## src/hdl/rsi_pkg.sv

```systemverilog
package rsi_pkg;

  // number of motor drivers that share the fast-stop line
  localparam int MOTOR_COUNT = 4;
  // width of one motion reference word (speed and width packed)
  localparam int MOTION_W = 16;

  // navigation computer command codes
  typedef enum logic [1:0] {
    RSI_NAV_IDLE = 2'h0,
    RSI_NAV_HALT = 2'h1,
    RSI_NAV_START = 2'h2,
    RSI_NAV_MOTION = 2'h3
  } rsi_nav_cmd_type;

  // radio remote command codes
  typedef enum logic [1:0] {
    RSI_RADIO_IDLE = 2'h0,
    RSI_RADIO_HALT = 2'h1,
    RSI_RADIO_CONTROL = 2'h2,
    RSI_RADIO_POWER_CUT = 2'h3
  } rsi_radio_cmd_type;

  // clock and radio frame pacing of the remote unit
  localparam int CLK_MHZ = 200;
  localparam int RADIO_PERIOD_US = 10;
  localparam int RADIO_PERIOD_CYCLES = RADIO_PERIOD_US * CLK_MHZ;
  localparam int RADIO_CNT_W = 12;

  // reset values
  localparam logic [MOTOR_COUNT-1:0] FAST_STOP_RESET = 4'h0;
  localparam logic [MOTION_W-1:0] MOTION_RESET = 16'h0000;

endpackage
```

## src/hdl/rsi_link_if.sv

```systemverilog
`timescale 1ns/1ps
interface rsi_link_if;
  import rsi_pkg::*;

  // navigation computer to motor controller
  logic nav_cmd_valid;
  rsi_nav_cmd_type nav_cmd;
  logic [MOTION_W-1:0] nav_motion;
  // radio remote to motor controller and power receiver
  logic radio_cmd_valid;
  rsi_radio_cmd_type radio_cmd;
  logic radio_take_control;
  logic [MOTION_W-1:0] radio_motion;
  // operator buttons and switches on the chassis, levels, high = pressed
  logic local_halt_button;
  logic power_on_button;
  logic power_off_button;
  logic enable_switch;
  logic motor_enable_switch;

  modport device (
    input nav_cmd_valid, nav_cmd, nav_motion,
    input radio_cmd_valid, radio_cmd, radio_take_control, radio_motion,
    input local_halt_button, power_on_button, power_off_button,
    input enable_switch, motor_enable_switch
  );

  modport partner (
    output nav_cmd_valid, nav_cmd, nav_motion,
    output radio_cmd_valid, radio_cmd, radio_take_control, radio_motion,
    output local_halt_button, power_on_button, power_off_button,
    output enable_switch, motor_enable_switch
  );

endinterface

```

## src/hdl/rsi_device.sv

```systemverilog
`timescale 1ns/1ps
// How it works
// computer halt command raises fast-stop outputs
// only computer start clears computer halt
// radio halt command raises fast-stop outputs
// radio control command clears radio halt
// local halt button held raises fast-stop
// local button release drops its fast-stop
// computer in control: radio motion discarded
// fast-stop brakes; motor power off frees
// power-on needs rotary enable switch
// power-on button energizes the start relay
// powered receiver raises hold, latching supply
// off button or low hold drops relays
// hold and button path joined by AND
// hold falls only on power-cut command
// remote sends power-cut on button press
// radio take-control overrides computer motion
// fast-stop is OR of three halt sources
module rsi_device
  import rsi_pkg::*;
(
  input wire logic sys_clk,
  input wire logic rst_n,
  rsi_link_if.device link,
  output logic [MOTOR_COUNT-1:0] fast_stop,
  output logic motor_power_on,
  output logic [MOTION_W-1:0] motor_ref,
  output logic motor_ref_valid,
  output logic radio_in_control,
  output logic [2:0] halt_sources,
  output logic start_relay,
  output logic hold_relay,
  output logic hold_output,
  output logic supply_on
);

  logic nav_halt_reg;
  logic radio_halt_reg;
  logic local_halt_reg;
  logic fast_stop_reg;
  logic [MOTION_W-1:0] motor_ref_reg;
  logic motor_ref_valid_reg;
  logic motor_power_reg;
  logic start_relay_reg;
  logic hold_relay_reg;
  logic hold_output_reg;
  logic power_cut_reg;
  logic radio_ctrl_reg;
  logic nav_halt_cmd;
  logic nav_start_cmd;
  logic nav_motion_cmd;
  logic radio_halt_cmd;
  logic radio_control_cmd;
  logic radio_cut_cmd;
  logic relay_keep;

  // command decode; strobes are single cycles from the link
  assign nav_halt_cmd = link.nav_cmd_valid && (link.nav_cmd == RSI_NAV_HALT);
  assign nav_start_cmd = link.nav_cmd_valid && (link.nav_cmd == RSI_NAV_START);
  assign nav_motion_cmd = link.nav_cmd_valid && (link.nav_cmd == RSI_NAV_MOTION);
  assign radio_halt_cmd = link.radio_cmd_valid && (link.radio_cmd == RSI_RADIO_HALT);
  assign radio_control_cmd = link.radio_cmd_valid && (link.radio_cmd == RSI_RADIO_CONTROL);
  assign radio_cut_cmd = link.radio_cmd_valid && (link.radio_cmd == RSI_RADIO_POWER_CUT);

  // computer halt latch: only a start clears it, a halt in the same cycle wins
  always_ff @(posedge sys_clk or negedge rst_n) begin
    if (!rst_n) begin
      nav_halt_reg <= 1'b0;
    end else if (nav_halt_cmd) begin
      nav_halt_reg <= 1'b1;
    end else if (nav_start_cmd) begin
      nav_halt_reg <= 1'b0;
    end
  end

  // radio halt latch: halt frames keep it set, a control frame clears it.
  // halt is honoured whoever owns motion, so the owner is not looked at here
  always_ff @(posedge sys_clk or negedge rst_n) begin
    if (!rst_n) begin
      radio_halt_reg <= 1'b0;
    end else if (radio_halt_cmd) begin
      radio_halt_reg <= 1'b1;
    end else if (radio_control_cmd) begin
      radio_halt_reg <= 1'b0;
    end
  end

  // local button is wired straight in: a pure level, no latch behind it
  always_ff @(posedge sys_clk or negedge rst_n) begin
    if (!rst_n) begin
      local_halt_reg <= 1'b0;
    end else begin
      local_halt_reg <= link.local_halt_button;
    end
  end

  // fast-stop drives every motor driver at once; any source holds it
  always_ff @(posedge sys_clk or negedge rst_n) begin
    if (!rst_n) begin
      fast_stop_reg <= 1'b0;
    end else begin
      fast_stop_reg <= nav_halt_reg | radio_halt_reg | local_halt_reg;
    end
  end

  // all drivers share one stop level; the status bits tell which source holds it
  assign fast_stop = fast_stop_reg ? {MOTOR_COUNT{1'b1}} : FAST_STOP_RESET;
  assign halt_sources = {local_halt_reg, radio_halt_reg, nav_halt_reg};

  // motor power is a separate switch: off lets the wheels free-wheel,
  // unlike fast-stop which brakes and holds
  always_ff @(posedge sys_clk or negedge rst_n) begin
    if (!rst_n) begin
      motor_power_reg <= 1'b0;
    end else begin
      motor_power_reg <= link.motor_enable_switch;
    end
  end

  assign motor_power_on = motor_power_reg;

  // motion arbitration: the take-control level selects the radio remote,
  // otherwise only computer motion gets through and radio motion is dropped.
  // references still flow during fast-stop; the drivers ignore them while held
  always_ff @(posedge sys_clk or negedge rst_n) begin
    if (!rst_n) begin
      motor_ref_reg <= MOTION_RESET;
      motor_ref_valid_reg <= 1'b0;
    end else if (link.radio_take_control) begin
      motor_ref_valid_reg <= radio_control_cmd;
      if (radio_control_cmd) begin
        motor_ref_reg <= link.radio_motion;
      end
    end else begin
      motor_ref_valid_reg <= nav_motion_cmd;
      if (nav_motion_cmd) begin
        motor_ref_reg <= link.nav_motion;
      end
    end
  end

  assign motor_ref = motor_ref_reg;
  assign motor_ref_valid = motor_ref_valid_reg;

  // owner flag for the panel, registered like the other status outputs;
  // it lags the link by one cycle, which a display does not notice
  always_ff @(posedge sys_clk or negedge rst_n) begin
    if (!rst_n) begin
      radio_ctrl_reg <= 1'b0;
    end else begin
      radio_ctrl_reg <= link.radio_take_control;
    end
  end

  assign radio_in_control = radio_ctrl_reg;

  // start relay: closes from the button or through the hold relay contact,
  // and only while the rotary switch feeds the board
  always_ff @(posedge sys_clk or negedge rst_n) begin
    if (!rst_n) begin
      start_relay_reg <= 1'b0;
    end else begin
      start_relay_reg <= link.enable_switch & (link.power_on_button | hold_relay_reg);
    end
  end

  assign supply_on = start_relay_reg;

  // hold path: receiver hold output ANDed with the off button path.
  // releasing the hold relay drops the start relay one cycle later
  assign relay_keep = hold_output_reg & ~link.power_off_button;

  always_ff @(posedge sys_clk or negedge rst_n) begin
    if (!rst_n) begin
      hold_relay_reg <= 1'b0;
    end else begin
      hold_relay_reg <= start_relay_reg & relay_keep;
    end
  end

  // power-cut latch lives in the receiver, which loses power with the supply;
  // that is the only way it forgets a cut
  always_ff @(posedge sys_clk or negedge rst_n) begin
    if (!rst_n) begin
      power_cut_reg <= 1'b0;
    end else if (!start_relay_reg) begin
      power_cut_reg <= 1'b0;
    end else if (radio_cut_cmd) begin
      power_cut_reg <= 1'b1;
    end
  end

  // hold output: high once powered, low only after a cut command
  // (an unpowered receiver drives nothing, so it also reads low then)
  always_ff @(posedge sys_clk or negedge rst_n) begin
    if (!rst_n) begin
      hold_output_reg <= 1'b0;
    end else begin
      hold_output_reg <= start_relay_reg & ~power_cut_reg & ~radio_cut_cmd;
    end
  end

  assign start_relay = start_relay_reg;
  assign hold_relay = hold_relay_reg;
  assign hold_output = hold_output_reg;

endmodule // rsi_device

```

## src/flat_wrapper.sv

```systemverilog
// flat-port wrapper written by rule: the top's interface ports become plain ports
module rsi_device_flat import rsi_pkg::*;
  (sys_clk, rst_n, fast_stop, motor_power_on, motor_ref, motor_ref_valid, radio_in_control, halt_sources, start_relay, hold_relay, hold_output, supply_on, link_nav_cmd_valid, link_nav_cmd, link_nav_motion, link_radio_cmd_valid, link_radio_cmd, link_radio_take_control, link_radio_motion, link_local_halt_button, link_power_on_button, link_power_off_button, link_enable_switch, link_motor_enable_switch);
  rsi_link_if link_i ();
  input wire logic sys_clk;
  input wire logic rst_n;
  output logic [MOTOR_COUNT-1:0] fast_stop;
  output logic motor_power_on;
  output logic [MOTION_W-1:0] motor_ref;
  output logic motor_ref_valid;
  output logic radio_in_control;
  output logic [2:0] halt_sources;
  output logic start_relay;
  output logic hold_relay;
  output logic hold_output;
  output logic supply_on;
  input wire logic [$bits(link_i.nav_cmd_valid)-1:0] link_nav_cmd_valid;
  input wire logic [$bits(link_i.nav_cmd)-1:0] link_nav_cmd;
  input wire logic [$bits(link_i.nav_motion)-1:0] link_nav_motion;
  input wire logic [$bits(link_i.radio_cmd_valid)-1:0] link_radio_cmd_valid;
  input wire logic [$bits(link_i.radio_cmd)-1:0] link_radio_cmd;
  input wire logic [$bits(link_i.radio_take_control)-1:0] link_radio_take_control;
  input wire logic [$bits(link_i.radio_motion)-1:0] link_radio_motion;
  input wire logic [$bits(link_i.local_halt_button)-1:0] link_local_halt_button;
  input wire logic [$bits(link_i.power_on_button)-1:0] link_power_on_button;
  input wire logic [$bits(link_i.power_off_button)-1:0] link_power_off_button;
  input wire logic [$bits(link_i.enable_switch)-1:0] link_enable_switch;
  input wire logic [$bits(link_i.motor_enable_switch)-1:0] link_motor_enable_switch;
  assign link_i.nav_cmd_valid = link_nav_cmd_valid;
  assign link_i.nav_cmd = link_nav_cmd;
  assign link_i.nav_motion = link_nav_motion;
  assign link_i.radio_cmd_valid = link_radio_cmd_valid;
  assign link_i.radio_cmd = link_radio_cmd;
  assign link_i.radio_take_control = link_radio_take_control;
  assign link_i.radio_motion = link_radio_motion;
  assign link_i.local_halt_button = link_local_halt_button;
  assign link_i.power_on_button = link_power_on_button;
  assign link_i.power_off_button = link_power_off_button;
  assign link_i.enable_switch = link_enable_switch;
  assign link_i.motor_enable_switch = link_motor_enable_switch;
  rsi_device u_core (.sys_clk(sys_clk), .rst_n(rst_n), .link(link_i), .fast_stop(fast_stop), .motor_power_on(motor_power_on), .motor_ref(motor_ref), .motor_ref_valid(motor_ref_valid), .radio_in_control(radio_in_control), .halt_sources(halt_sources), .start_relay(start_relay), .hold_relay(hold_relay), .hold_output(hold_output), .supply_on(supply_on));
endmodule
```

## config.mk

```make
export PLATFORM = sky130hd
export DESIGN_NAME = rsi_device_flat
export DESIGN_NICKNAME = d
export VERILOG_FILES = /design/src/hdl/rsi_pkg.sv /design/src/hdl/rsi_link_if.sv /design/src/hdl/rsi_device.sv /design/src/flat_wrapper.sv
export SDC_FILE = /design/constraint.sdc
export NUM_CORES = 1
export LEC_CHECK = 0
export ABC_AREA = 0
export BUFFER_PORTS_ARGS = -buffer_cell sky130_fd_sc_hd__buf_2
export CELL_PAD_IN_SITES_DETAIL_PLACEMENT = 0
export CELL_PAD_IN_SITES_GLOBAL_PLACEMENT = 1
export CORE_ASPECT_RATIO = 0.9
export CORE_MARGIN = 4
export CORE_UTILIZATION = 35
export DETAILED_ROUTE_END_ITERATION = 12
export PLACE_DENSITY_LB_ADDON = 0.1
export SLEW_MARGIN = 20
export SYNTH_ARGS = -nofsm -noshare
export SYNTH_HDL_FRONTEND = slang
export SYNTH_SLANG_ARGS = --single-unit
export TNS_END_PERCENT = 30
```

## constraint.sdc

```tcl
create_clock -name sys_clk -period 1.5 [get_ports sys_clk]
set_clock_uncertainty 0.15 [all_clocks]
set_input_delay 0.3 -clock sys_clk [delete_from_list [all_inputs] [get_ports sys_clk]]
set_output_delay 0.3 -clock sys_clk [all_outputs]
set_load 0.02 [all_outputs]
```

==> load_flow_metrics.sql, run 1 <==
INSERT INTO impl_metrics (metric_group, metric, value, unit) VALUES
('outcome', 'run_status', 'finished, final reports clean', ''),
('placement', 'total_cell_area_at_the_placement_stage', '0.00169', 'mm2'),
('route', 'initialDrtViolationCount', '17', ''),
('critical_path', 'cp.arrival', '1.33', 'ns'),
('critical_path', 'critical_path.startpoint_type', 'primary input', ''),
('synthesis', 'netlist_area', '0.00129', 'mm2'),
('critical_path', 'timing_worst_setup_path_type', 'in -> reg', ''),
('floorplan', 'row_count', '20', ''),
('finish', 'largest_reg_flops', '16', ''),
('route', 'wire_per_inst', '13.3', 'um'),
('grt', 'number_of_global_route_vias_before_repair', '1022', ''),
('floorplan', 'core', '0.00345', 'mm2'),
('synthesis', 'synth_edf_count', '0', ''),
('finish', 'fin_nets', '213', ''),
('finish', 'post_route_cells_drive_above_1_share', '0.711', ''),
('floorplan', 'floorplan.io_pins', '76', ''),
('critical_path', 'cpMaxStageDelayCell', 'sky130_fd_sc_hd__mux2_2', ''),
('grt', 'grt_pass1_wl', '4580', 'um'),
('min_path', 'hp-class', 'in -> reg', ''),
('route', 'route.vias.total', '933', ''),
('placement', 'globalplace.congestion', '0.734', ''),
('critical_path', 'cp-startpoint', 'link_nav_cmd_valid', ''),
('floorplan', 'initial_core_util', '0.372', ''),
('grt', 'total_global_routing_overflow', '0', ''),
('route', 'final_antenna_net_count', '0', ''),
('power_and_ir_drop', 'total_power', '1980', 'uW'),
('critical_path', 'worstSetupEndpoint', 'u_core.motor_ref[12]', ''),
('floorplan', 'fp.dieH', '65.5', 'um'),
('floorplan', 'full_die_area', '0.00471', 'mm2'),
('timing', 'setup_ws', '0.176', 'ns'),
('route', 'drt-total-wl', '2800', 'um'),
('synthesis', 'netlist-cell-type-count', '18', ''),
('placement', 'place_hpwl', '2200', 'um'),
('synthesis', 'seq_area_frac_synth', '0.525', ''),
('clocking', 'clk_pin_slew', '0.09', 'ns'),
('timing', 'timing_hold_violations_final', '0', ''),
('finish', 'antenna_fix_cells', '0', ''),
('critical_path', 'required', '1.51', 'ns'),
('placement', 'post-place-cells', '203', ''),
('run', 'cap_violations', '0', ''),
('route', 'via_per_inst', '4.44', ''),
('timing', 'setup_violations', '0', ''),
('clocking', 'cts_inserted_buffers', '3', ''),
('critical_path', 'crit_path_cell_trace', 'buf_2 -> nand2_4 -> o32ai_4 -> buf_12 -> mux2_2', ''),
('synthesis', 'post_synthesis_net_count', '136', ''),
('timing', 'timing.slew.headroom', '0.613', ''),
('power_and_ir_drop', 'power.switching_fraction', '0.315', ''),
('grt', 'gr-usage-all-layers', '0.127', ''),
('floorplan', 'die_width', '71.9', 'um'),
('clocking', 'max-clock-path-buffers', '2', ''),
('placement', 'pre_cts_slack', '-0.130', 'ns'),
('power_and_ir_drop', 'power.leakage', '0.000901', 'uW'),
('route', 'firstDrtPassIters', '3', ''),
('grt', 'grt_start_max_net_pins', '28', ''),
('clocking', 'worst_skew_pair.late_latency', '0.27', 'ns'),
('finish', 'layout.cells.most_common', 'sky130_fd_sc_hd__buf_2', ''),
('finish', 'final_cell_area', '0.00177', 'mm2'),
('critical_path', 'max_stage_delay', '0.34', 'ns'),
('timing', 'finalWorstPathRequiredPeriod', '1.32', 'ns'),
('synthesis', 'syn-instance-count', '90', ''),
('critical_path', 'path_buf_inv', '2', ''),
('critical_path', 'regToRegSetupSlack', '0.46', 'ns'),
('grt', 'grt_antenna_before_repair', '0', ''),
('min_path', 'min_delay_path_depth', '2', ''),
('finish', 'synthToLayoutAreaGrowth', '37.5', '%'),
('critical_path', 'worstReg2RegStart', 'u_core.radio_halt_reg', ''),
('synthesis', 'synthesis.area_per_instance', '14.3', 'um2'),
('power_and_ir_drop', 'pwr-share-seq', '0.465', ''),
('critical_path', 'cpLargestDelayFamily', 'multiplexers', ''),
('critical_path', 'worstSetupPathDepth', '5', ''),
('synthesis', 'yosysWarningCount', '0', '');
-- worst min-delay path by stage --
| stage | startpoint | endpoint | slack, ns |
|---|---|---|---|
| floorplan | rst_n | u_core.fast_stop_reg | -0.15 |
| global placement | rst_n | u_core.fast_stop_reg | 0.19 |
| detailed placement | rst_n | u_core.fast_stop_reg | 0.20 |
| CTS | link_power_off_button | u_core.hold_relay | 0.005 |
| global route | link_power_off_button | u_core.hold_relay | 0.005 |
| finish | link_power_off_button | u_core.hold_relay | 0.02 |
-- synth_stat cells (3+ instances only) --
cell type | instances | share of area
sky130_fd_sc_hd__a21oi_1 | 4 | 0.016
sky130_fd_sc_hd__nor2_1 | 3 | 0.0088
sky130_fd_sc_hd__inv_1 | 3 | 0.0088
sky130_fd_sc_hd__mux2_4 | 9 | 0.11
sky130_fd_sc_hd__buf_4 | 8 | 0.047
sky130_fd_sc_hd__mux2_2 | 23 | 0.20
sky130_fd_sc_hd__nand2_1 | 3 | 0.0088
sky130_fd_sc_hd__dfrtp_1 | 27 | 0.53
-- kinds of logic (layout without fill, tap and decap cells) --
family	Yosys count	in the layout	share of synthesized area
multiplexers	32	32	0.306
buffers and inverters	14	90	0.0837
flip-flops	27	27	0.525
AO/OA/AOI/OAI	7	7	0.0477
AND/OR/NAND/NOR	10	10	0.0370
-- power groups by stage --
stage               Combinational, uW  Clock (uW)  Sequential [uW]
finish                            651         411              922
floorplan                         279           0             1080
global placement                  643           0              937
CTS                               663         435              925
global route                      704         459              945
detailed placement                655           0              937
-- cell type report --
| type | count | area (um2) |
|---|---|---|
| clock buffers | 3 | 41.3 |
| clock inverters | 1 | 7.51 |
| fillers | 322 | 1680 |
| inverters | 3 | 11.3 |
| multi-input cells | 49 | 510 |
| flip-flops and latches | 27 | 676 |
| well taps | 44 | 55.1 |
| repair buffers | 83 | 468 |
-- through the flow --
stage          hold WS, ns  TNS [ns]  utilization
2_1_floorplan       -0.146    -0.505            -
3_3_place_gp         0.192     -1.04        0.489
3_5_place_dp         0.195     -1.59        0.489
4_1_cts            0.00482         0        0.512
5_1_grt            0.00524         0        0.512
6_report            0.0155         0        0.512
-- metal layers --
| metal | wire length (um) | track usage | vias to the layer above |
|---|---|---|---|
| met5 | 0 | 0 | - |
| met4 | 18 | 0.0282 | 0 |
| met3 | 284 | 0.0474 | 2 |
| met2 | 1410 | 0.234 | 42 |
| met1 | 1080 | 0.138 | 436 |
| li1 | - | - | 453 |
-- repair_timing --
action	4_1_cts	5_1_grt
buffers inserted	0	0
endpoints found under the hold margin	29	0
gates resized for setup	0	0
hold buffers	3	0
(Power assumes the default switching activity.)
==> run 2, diff against run 1 <==
Settings changed: PLACE_DENSITY_LB_ADDON 0.1 to 0.08.
Clock period 1.5 ns to 1.64 ns, I/O delays scaled along.
==> run 2 against run 1 <==
Compared with the run above:
- via count did not move
- final cell count fell by 0.95%
- highest routed layer unchanged
- sequential share of layout area rose by 0.83 points
- total power fell by 9.3%
- non-clock buffer count fell by 2
- routed wire length fell by 4.9%
==> load_flow_metrics.sql, run 2 (synthesis results as in run 1) <==
INSERT INTO impl_metrics (metric_group, metric, value, unit) VALUES
('outcome', 'run_status', 'finished, final reports clean', ''),
('critical_path', 'cp.arrival', '1.36', 'ns'),
('clocking', 'htreeDepth', '1', ''),
('floorplan', 'die_width', '71.9', 'um'),
('timing', 'finalWorstPathRequiredPeriod', '1.36', 'ns'),
('timing', 'timing.final.max_slew_violations', '0', ''),
('finish', 'fill_cell_count', '346', ''),
('critical_path', 'worst_setup_path_end_kind', 'flop', ''),
('critical_path', 'critical_path.startpoint_type', 'primary input', ''),
('timing', 'timing.fmax', '738', 'MHz'),
('critical_path', 'cpMaxStageDelayCell', 'sky130_fd_sc_hd__mux2_2', ''),
('run', 'cap_violations', '0', ''),
('route', 'initialDrtViolationCount', '28', ''),
('placement', 'place_hpwl', '2110', 'um'),
('grt', 'grt_pass1_wl', '4370', 'um'),
('clocking', 'post-cts-setup-buffer-count', '0', ''),
('clocking', 'worst_skew_pair.late_latency', '0.27', 'ns'),
('critical_path', 'timing_worst_setup_path_type', 'in -> reg', ''),
('finish', 'number_of_non_filler_instances_in_the_completed_layout', '208', ''),
('route', 'detail_route.drc_violations', '0', ''),
('finish', 'multi_input_comb_area', '503', 'um2'),
('power_and_ir_drop', 'cell_pwr_density', '1040', 'mW/mm2'),
('critical_path', 'required', '1.65', 'ns'),
('clocking', 'numClockSinks', '27', ''),
('route', 'final_antenna_net_count', '0', ''),
('timing', 'timing_hold_violations_final', '0', ''),
('route', 'drt-total-wl', '2660', 'um'),
('timing', 'final_worst_path_period_share', '0.826', ''),
('route', 'via_per_inst', '4.49', ''),
('finish', 'layout_common_cells', '75 x sky130_fd_sc_hd__buf_2, 27 x sky130_fd_sc_hd__dfrtp_1, 23 x sky130_fd_sc_hd__mux2_2, 9 x sky130_fd_sc_hd__mux2_4, 4 x sky130_fd_sc_hd__a21oi_1', ''),
('finish', 'layout.cells.most_common', 'sky130_fd_sc_hd__buf_2', ''),
('route', 'firstDrtPassIters', '4', ''),
('finish', 'synthToLayoutAreaGrowth', '34.6', '%'),
('finish', 'fin_nets', '211', ''),
('finish', 'antenna_fix_cells', '0', ''),
('clocking', 'cts_inserted_buffers', '3', ''),
('clocking', 'clk_root_buffer_cell', 'sky130_fd_sc_hd__clkbuf_8', ''),
('power_and_ir_drop', 'power.leakage', '0.000884', 'uW'),
('timing', 'setup_total_negative_slack', '0', 'ns'),
('min_path', 'hp-class', 'in -> reg', ''),
('timing', 'setup_violations', '0', ''),
('floorplan', 'floorplan.io_pins', '76', ''),
('floorplan', 'row_count', '20', ''),
('critical_path', 'critical_path_peak_fanout', '9', ''),
('route', 'route.vias.total', '933', ''),
('clocking', 'post_cts_resize_count', '0', ''),
('finish', 'post_route_cells_drive_above_1_share', '0.707', ''),
('floorplan', 'fp.dieH', '65.5', 'um'),
('clocking', 'max-clock-path-buffers', '2', ''),
('power_and_ir_drop', 'irDropWorstVdd', '0.000637', 'V'),
('timing', 'worst_slew_pin_slew', '0.600', 'ns'),
('clocking', 'tritoncts', 'done', ''),
('floorplan', 'core', '0.00345', 'mm2'),
('critical_path', 'max_stage_delay', '0.35', 'ns'),
('placement', 'port-buffer-count', '75', ''),
('floorplan', 'full_die_area', '0.00471', 'mm2'),
('grt', 'grt_antenna_before_repair', '0', ''),
('placement', 'post-place-cells', '202', ''),
('placement', 'globalplace.congestion', '0.759', ''),
('grt', 'gr-usage-all-layers', '0.119', ''),
('floorplan', 'initial_core_util', '0.372', ''),
('grt', 'total_global_routing_overflow', '0', ''),
('grt', 'number_of_global_route_vias_before_repair', '961', ''),
('critical_path', 'crit_path_cell_trace', 'buf_2 -> nand2_1 -> o32ai_4 -> buf_4 -> mux2_2', ''),
('finish', 'largest_reg_flops', '16', ''),
('route', 'wire_per_inst', '12.8', 'um'),
('timing', 'timing.slew.headroom', '0.600', ''),
('clocking', 'clk_pin_slew', '0.09', 'ns'),
('finish', 'regArea', '676', 'um2'),
('timing', 'rsz_0062_raised_after_global_routing', 'false', ''),
('grt', 'grt_start_max_net_pins', '28', '');
## run 2: timing repair
item	in CTS	in global routing
hold endpoints to repair	27	1
hold buffers	1	1
setup endpoints to repair	0	0
## run 2: worst max-delay path: cells and delay by family
kind            cells  cell delay (ns)
compound gates      1             0.28
buf+inv             2             0.32
mux                 1             0.35
simple gates        1             0.09
## run 2: layout make-up
class	count	share of cell area
flip-flops and latches	27	0.390
multi-input cells	49	0.290
repair buffers	81	0.253
well taps	44	0.0318
clock buffers	3	0.0238
inverters	3	0.00650
clock inverters	1	0.00434
## run 2: worst paths after layout
path	start	endpoint	slack [ns]	cells after the start
worst min-delay path	link_motor_enable_switch	u_core.motor_power_on	0.02	1
max in group asynchronous	rst_n	u_core.radio_in_control	0.51	2
worst max register to register	u_core.radio_halt_reg	u_core.fast_stop_reg	0.59	1
min in group asynchronous	rst_n	u_core.hold_relay	0.44	2
worst max-delay path	link_nav_cmd_valid	u_core.motor_ref[14]	0.28	5
worst min register to register	u_core.local_halt_reg	u_core.fast_stop_reg	0.31	1
## run 2: where the power goes
| part | leakage [uW] | internal (uW) | switching [uW] |
|---|---|---|---|
| Sequential | 0.000328 | 782 | 62.4 |
| Clock | 0.0000217 | 172 | 201 |
| Combinational | 0.000535 | 282 | 301 |
| Total | 0.000884 | 1240 | 564 |
## run 2: routing by layer
layer | vias up | wire length (um) | GRT usage
li1 | 449 | - | -
met2 | 45 | 1260 | 0.195
met4 | 0 | 19 | 0.0211
met1 | 437 | 1090 | 0.151
met5 | - | 0 | 0
met3 | 2 | 283 | 0.0474
## run 2: per-stage QoR
stage	cell area [um2]	total power (uW)	util	hold WS (ns)	worst slack, ns
2_1_floorplan	1290	1240	-	-0.118	0.0187
3_3_place_gp	1660	1440	0.482	0.224	0.00584
3_5_place_dp	1660	1450	0.482	0.227	-0.0127
4_1_cts	1720	1830	0.499	0.000692	0.281
5_1_grt	1730	1910	0.501	0.000655	0.198
6_report	1730	1800	0.501	0.0239	0.285
==> run 3, diff against run 2 <==
Settings changed: ABC_AREA 0 to 1, CORE_UTILIZATION 35 to 28.
Clock period 1.64 ns to 1.22 ns, I/O delays scaled along.
==> run 3 against run 2 <==
Compared with the run above:
- the run now ends with setup timing left
- global-route usage up 0.18 points
- via count is 40% higher
- critical path depth fell by 4
- register-to-register slack worse by 0.53 ns
- non-clock buffer count rose by 11
- worst hold slack improved by 0.013 ns
- first-iteration DRC count grew 61%
- final cell count increased by 51%
- worst setup slack lost 0.29 ns
- sequential power grew 33%
- combinational power is 53% higher
- critical path type is now reg -> out
==> load_flow_metrics.sql, run 3 <==
INSERT INTO impl_metrics (metric_group, metric, value, unit) VALUES
('outcome', 'run_status', 'complete, but fails checks', ''),
('outcome', 'failing_checks', 'setup timing', ''),
('floorplan', 'core', '0.00486', 'mm2'),
('critical_path', 'required', '0.83', 'ns'),
('synthesis', 'synth_compound_area_frac', '0.0141', ''),
('clocking', 'htreeDepth', '1', ''),
('synthesis', 'synth_area_leader_cell', 'sky130_fd_sc_hd__dfrtp_1', ''),
('critical_path', 'worst_setup_path_end_kind', 'output pin', ''),
('finish', 'antenna_fix_cells', '0', ''),
('placement', 'globalplace.congestion', '0.766', ''),
('finish', 'largest_reg_flops', '16', ''),
('min_path', 'hp-class', 'in -> reg', ''),
('synthesis', 'ys.flop_type', 'sky130_fd_sc_hd__dfrtp_1', ''),
('finish', 'final_cell_area', '0.00203', 'mm2'),
('synthesis', 'seq_area_frac_synth', '0.476', ''),
('timing', 'timing_hold_violations_final', '0', ''),
('critical_path', 'cp.arrival', '0.83', 'ns'),
('clocking', 'max-clock-path-buffers', '2', ''),
('finish', 'post_route_cells_drive_above_1_share', '0.424', ''),
('critical_path', 'cpMaxStageDelayCell', 'sky130_fd_sc_hd__dfrtp_1', ''),
('route', 'drt-total-wl', '3760', 'um'),
('finish', 'fill_cell_count', '528', ''),
('grt', 'number_of_global_route_vias_before_repair', '1252', ''),
('route', 'route.vias.total', '1307', ''),
('finish', 'fin_nets', '297', ''),
('critical_path', 'cpLargestDelayFamily', 'flip-flops', ''),
('finish', 'layout.cells.most_common', 'sky130_fd_sc_hd__nand2_1', ''),
('route', 'detail_route.drc_violations', '0', ''),
('timing', 'setup_ws', '-0.000274', 'ns'),
('floorplan', 'floorplan.io_pins', '76', ''),
('synthesis', 'synthesis.area_per_instance', '8.40', 'um2'),
('timing', 'worst_slew_pin_slew', '0.340', 'ns'),
('floorplan', 'row_count', '24', ''),
('synthesis', 'netlist_top_cells_area', 'sky130_fd_sc_hd__dfrtp_1 48%, sky130_fd_sc_hd__nand2_1 19%, sky130_fd_sc_hd__nand3_1 9.2%, sky130_fd_sc_hd__nand3_2 7.1%, sky130_fd_sc_hd__buf_4 5.3%', ''),
('grt', 'grt_pass1_wl', '6130', 'um'),
('placement', 'place_hpwl', '2900', 'um'),
('placement', 'port-buffer-count', '75', ''),
('floorplan', 'initial_core_util', '0.292', ''),
('route', 'via_per_inst', '4.15', ''),
('floorplan', 'fp.dieH', '75.5', 'um'),
('timing', 'setup_violations', '1', ''),
('grt', 'gr-usage-all-layers', '0.121', ''),
('grt', 'grt_antenna_before_repair', '0', ''),
('route', 'initialDrtViolationCount', '45', ''),
('placement', 'pre_cts_slack', '-0.0914', 'ns'),
('synthesis', 'syn-instance-count', '169', ''),
('synthesis', 'synth_async_sr_flop_share', '1.00', ''),
('power_and_ir_drop', 'cell_pwr_density', '1230', 'mW/mm2'),
('finish', 'synthToLayoutAreaGrowth', '43.3', '%'),
('critical_path', 'path_buf_inv', '1', ''),
('route', 'firstDrtPassIters', '2', ''),
('synthesis', 'yosysWarningCount', '0', ''),
('grt', 'grt_start_max_net_pins', '18', ''),
('grt', 'total_global_routing_overflow', '0', ''),
('synthesis', 'synth-seq-cells', '27', ''),
('clocking', 'cts_inserted_buffers', '3', ''),
('route', 'wire_per_inst', '11.9', 'um'),
('synthesis', 'netlist_area', '0.00142', 'mm2'),
('placement', 'total_cell_area_at_the_placement_stage', '0.00183', 'mm2'),
('critical_path', 'timing_worst_setup_path_type', 'reg -> out', ''),
('critical_path', 'crit_path_cell_trace', 'buf_2', ''),
('synthesis', 'netlist-cell-type-count', '18', ''),
('clocking', 'clk_pin_slew', '0.09', 'ns'),
('synthesis', 'synth_top_area_frac', '0.476', ''),
('clocking', 'numClockSinks', '27', ''),
('critical_path', 'critical_path_peak_fanout', '4', ''),
('route', 'final_antenna_net_count', '0', ''),
('critical_path', 'critical_path.startpoint_type', 'flop', ''),
('synthesis', 'yosys.cell_count.top_type', 'sky130_fd_sc_hd__nand2_1', ''),
('timing', 'final_worst_path_period_share', '1.00', ''),
('finish', 'layout_common_cells', '73 x sky130_fd_sc_hd__nand2_1, 65 x sky130_fd_sc_hd__buf_2, 27 x sky130_fd_sc_hd__dfrtp_1, 26 x sky130_fd_sc_hd__nand3_1', ''),
('synthesis', 'main_combinational_cell_family_by_area_after_synthesis', 'simple AND/OR/NAND/NOR gates', ''),
('clocking', 'tritoncts', 'done', ''),
('timing', 'timing.final.max_slew_violations', '0', ''),
('synthesis', 'post_synth_mux_area_share', '0', ''),
('floorplan', 'die_width', '83.0', 'um'),
('timing', 'timing.slew.headroom', '0.773', ''),
('synthesis', 'synth_adder_area_share', '0', ''),
('power_and_ir_drop', 'power.leakage', '0.00116', 'uW'),
('clocking', 'clk_root_buffer_cell', 'sky130_fd_sc_hd__clkbuf_8', ''),
('timing', 'timing.fmax', '819', 'MHz'),
('floorplan', 'full_die_area', '0.00627', 'mm2'),
('synthesis', 'synth_edf_count', '0', ''),
('timing', 'whs', '0.0366', 'ns'),
('synthesis', 'synth_simple_gate_area_share', '0.403', ''),
('critical_path', 'max_stage_delay', '0.40', 'ns'),
('timing', 'rsz_0062_raised_after_global_routing', 'true', ''),
('run', 'cap_violations', '0', ''),
('power_and_ir_drop', 'irDropWorstVdd', '0.000439', 'V'),
('timing', 'finalWorstPathRequiredPeriod', '1.22', 'ns'),
('synthesis', 'synth-xor-area-share', '0', ''),
('synthesis', 'synth_commonest_cells', '73 x sky130_fd_sc_hd__nand2_1, 27 x sky130_fd_sc_hd__dfrtp_1, 26 x sky130_fd_sc_hd__nand3_1', ''),
('clocking', 'worst_skew_pair.late_latency', '0.26', 'ns'),
('synthesis', 'post_synthesis_net_count', '215', '');
-- run 3: cell types whose count changed after synthesis, sizes merged, moves of 4 or more --
cell / delta
nand3: +36
inv: +4
mux2: -32
nand2: +72
buf: +4
a21oi: -4
-- run 3: metal layers --
metal,global-route usage,wire length (um),vias to the layer above
met4,0.0381,36,0
met5,0,0,-
met1,0.157,1700,573
met2,0.206,1820,39
li1,-,-,693
met3,0.0259,210,2
-- run 3: logic make-up (layout without fill, tap and decap cells) --
kind of cell,Yosys count,in the layout
DFF,27,27
and+or+nand+nor,117,117
AOI/OAI and AO/OA,3,3
buffers and inverters,22,103
-- run 3: metrics by stage --
step	util	power [uW]	instances	TNS [ns]
after floorplan	-	1580	169	0
after global placement	0.375	1870	299	-0.628
after detailed placement	0.375	1880	299	-1.08
after CTS	0.403	2440	311	-0.176
after global routing	0.418	2660	315	-0.541
final	0.418	2500	315	-0.000274
-- run 3: final timing paths --
| path | start | to | slack (ns) | cells past startpoint |
|---|---|---|---|---|
| worst min-delay path | link_power_on_button | u_core.start_relay | 0.04 | 2 |
| min in group asynchronous | rst_n | u_core.fast_stop_reg | 0.24 | 2 |
| worst max-delay path | u_core.fast_stop_reg | fast_stop[3] | -0.0003 | 1 |
| worst min register to register | u_core.local_halt_reg | u_core.fast_stop_reg | 0.32 | 1 |
| worst max register to register | u_core.nav_halt_reg | u_core.fast_stop_reg | 0.06 | 2 |
| max in group asynchronous | rst_n | u_core.motor_ref[2] | 0.30 | 3 |
-- run 3: where the power goes --
part           total, uW  leakage [uW]  internal (uW)  switching (uW)
clock                495     0.0000228            233             262
combinational        892      0.000818            430             462
sequential          1120      0.000315           1030            90.0
total               2500       0.00116           1690             814
-- run 3: what timing repair did --
| item | CTS | global route |
|---|---|---|
| pin swaps | 0 | 0 |
| gates resized for setup | 6 | 14 |
| hold buffers | 4 | 0 |
| hold endpoints to repair | 30 | 0 |
| setup endpoints to repair | 23 | 27 |
| setup buffers | 4 | 4 |
-- run 3: layout make-up --
| cell class | count | area, um2 | share of cell area |
|---|---|---|---|
| clock buffers | 4 | 45.0 | 0.0222 |
| well taps | 65 | 81.3 | 0.0400 |
| repair buffers | 92 | 613 | 0.302 |
| inverters | 7 | 26.3 | 0.0129 |
| multi-input cells | 120 | 592 | 0.291 |
| flip-flops and latches | 27 | 676 | 0.332 |
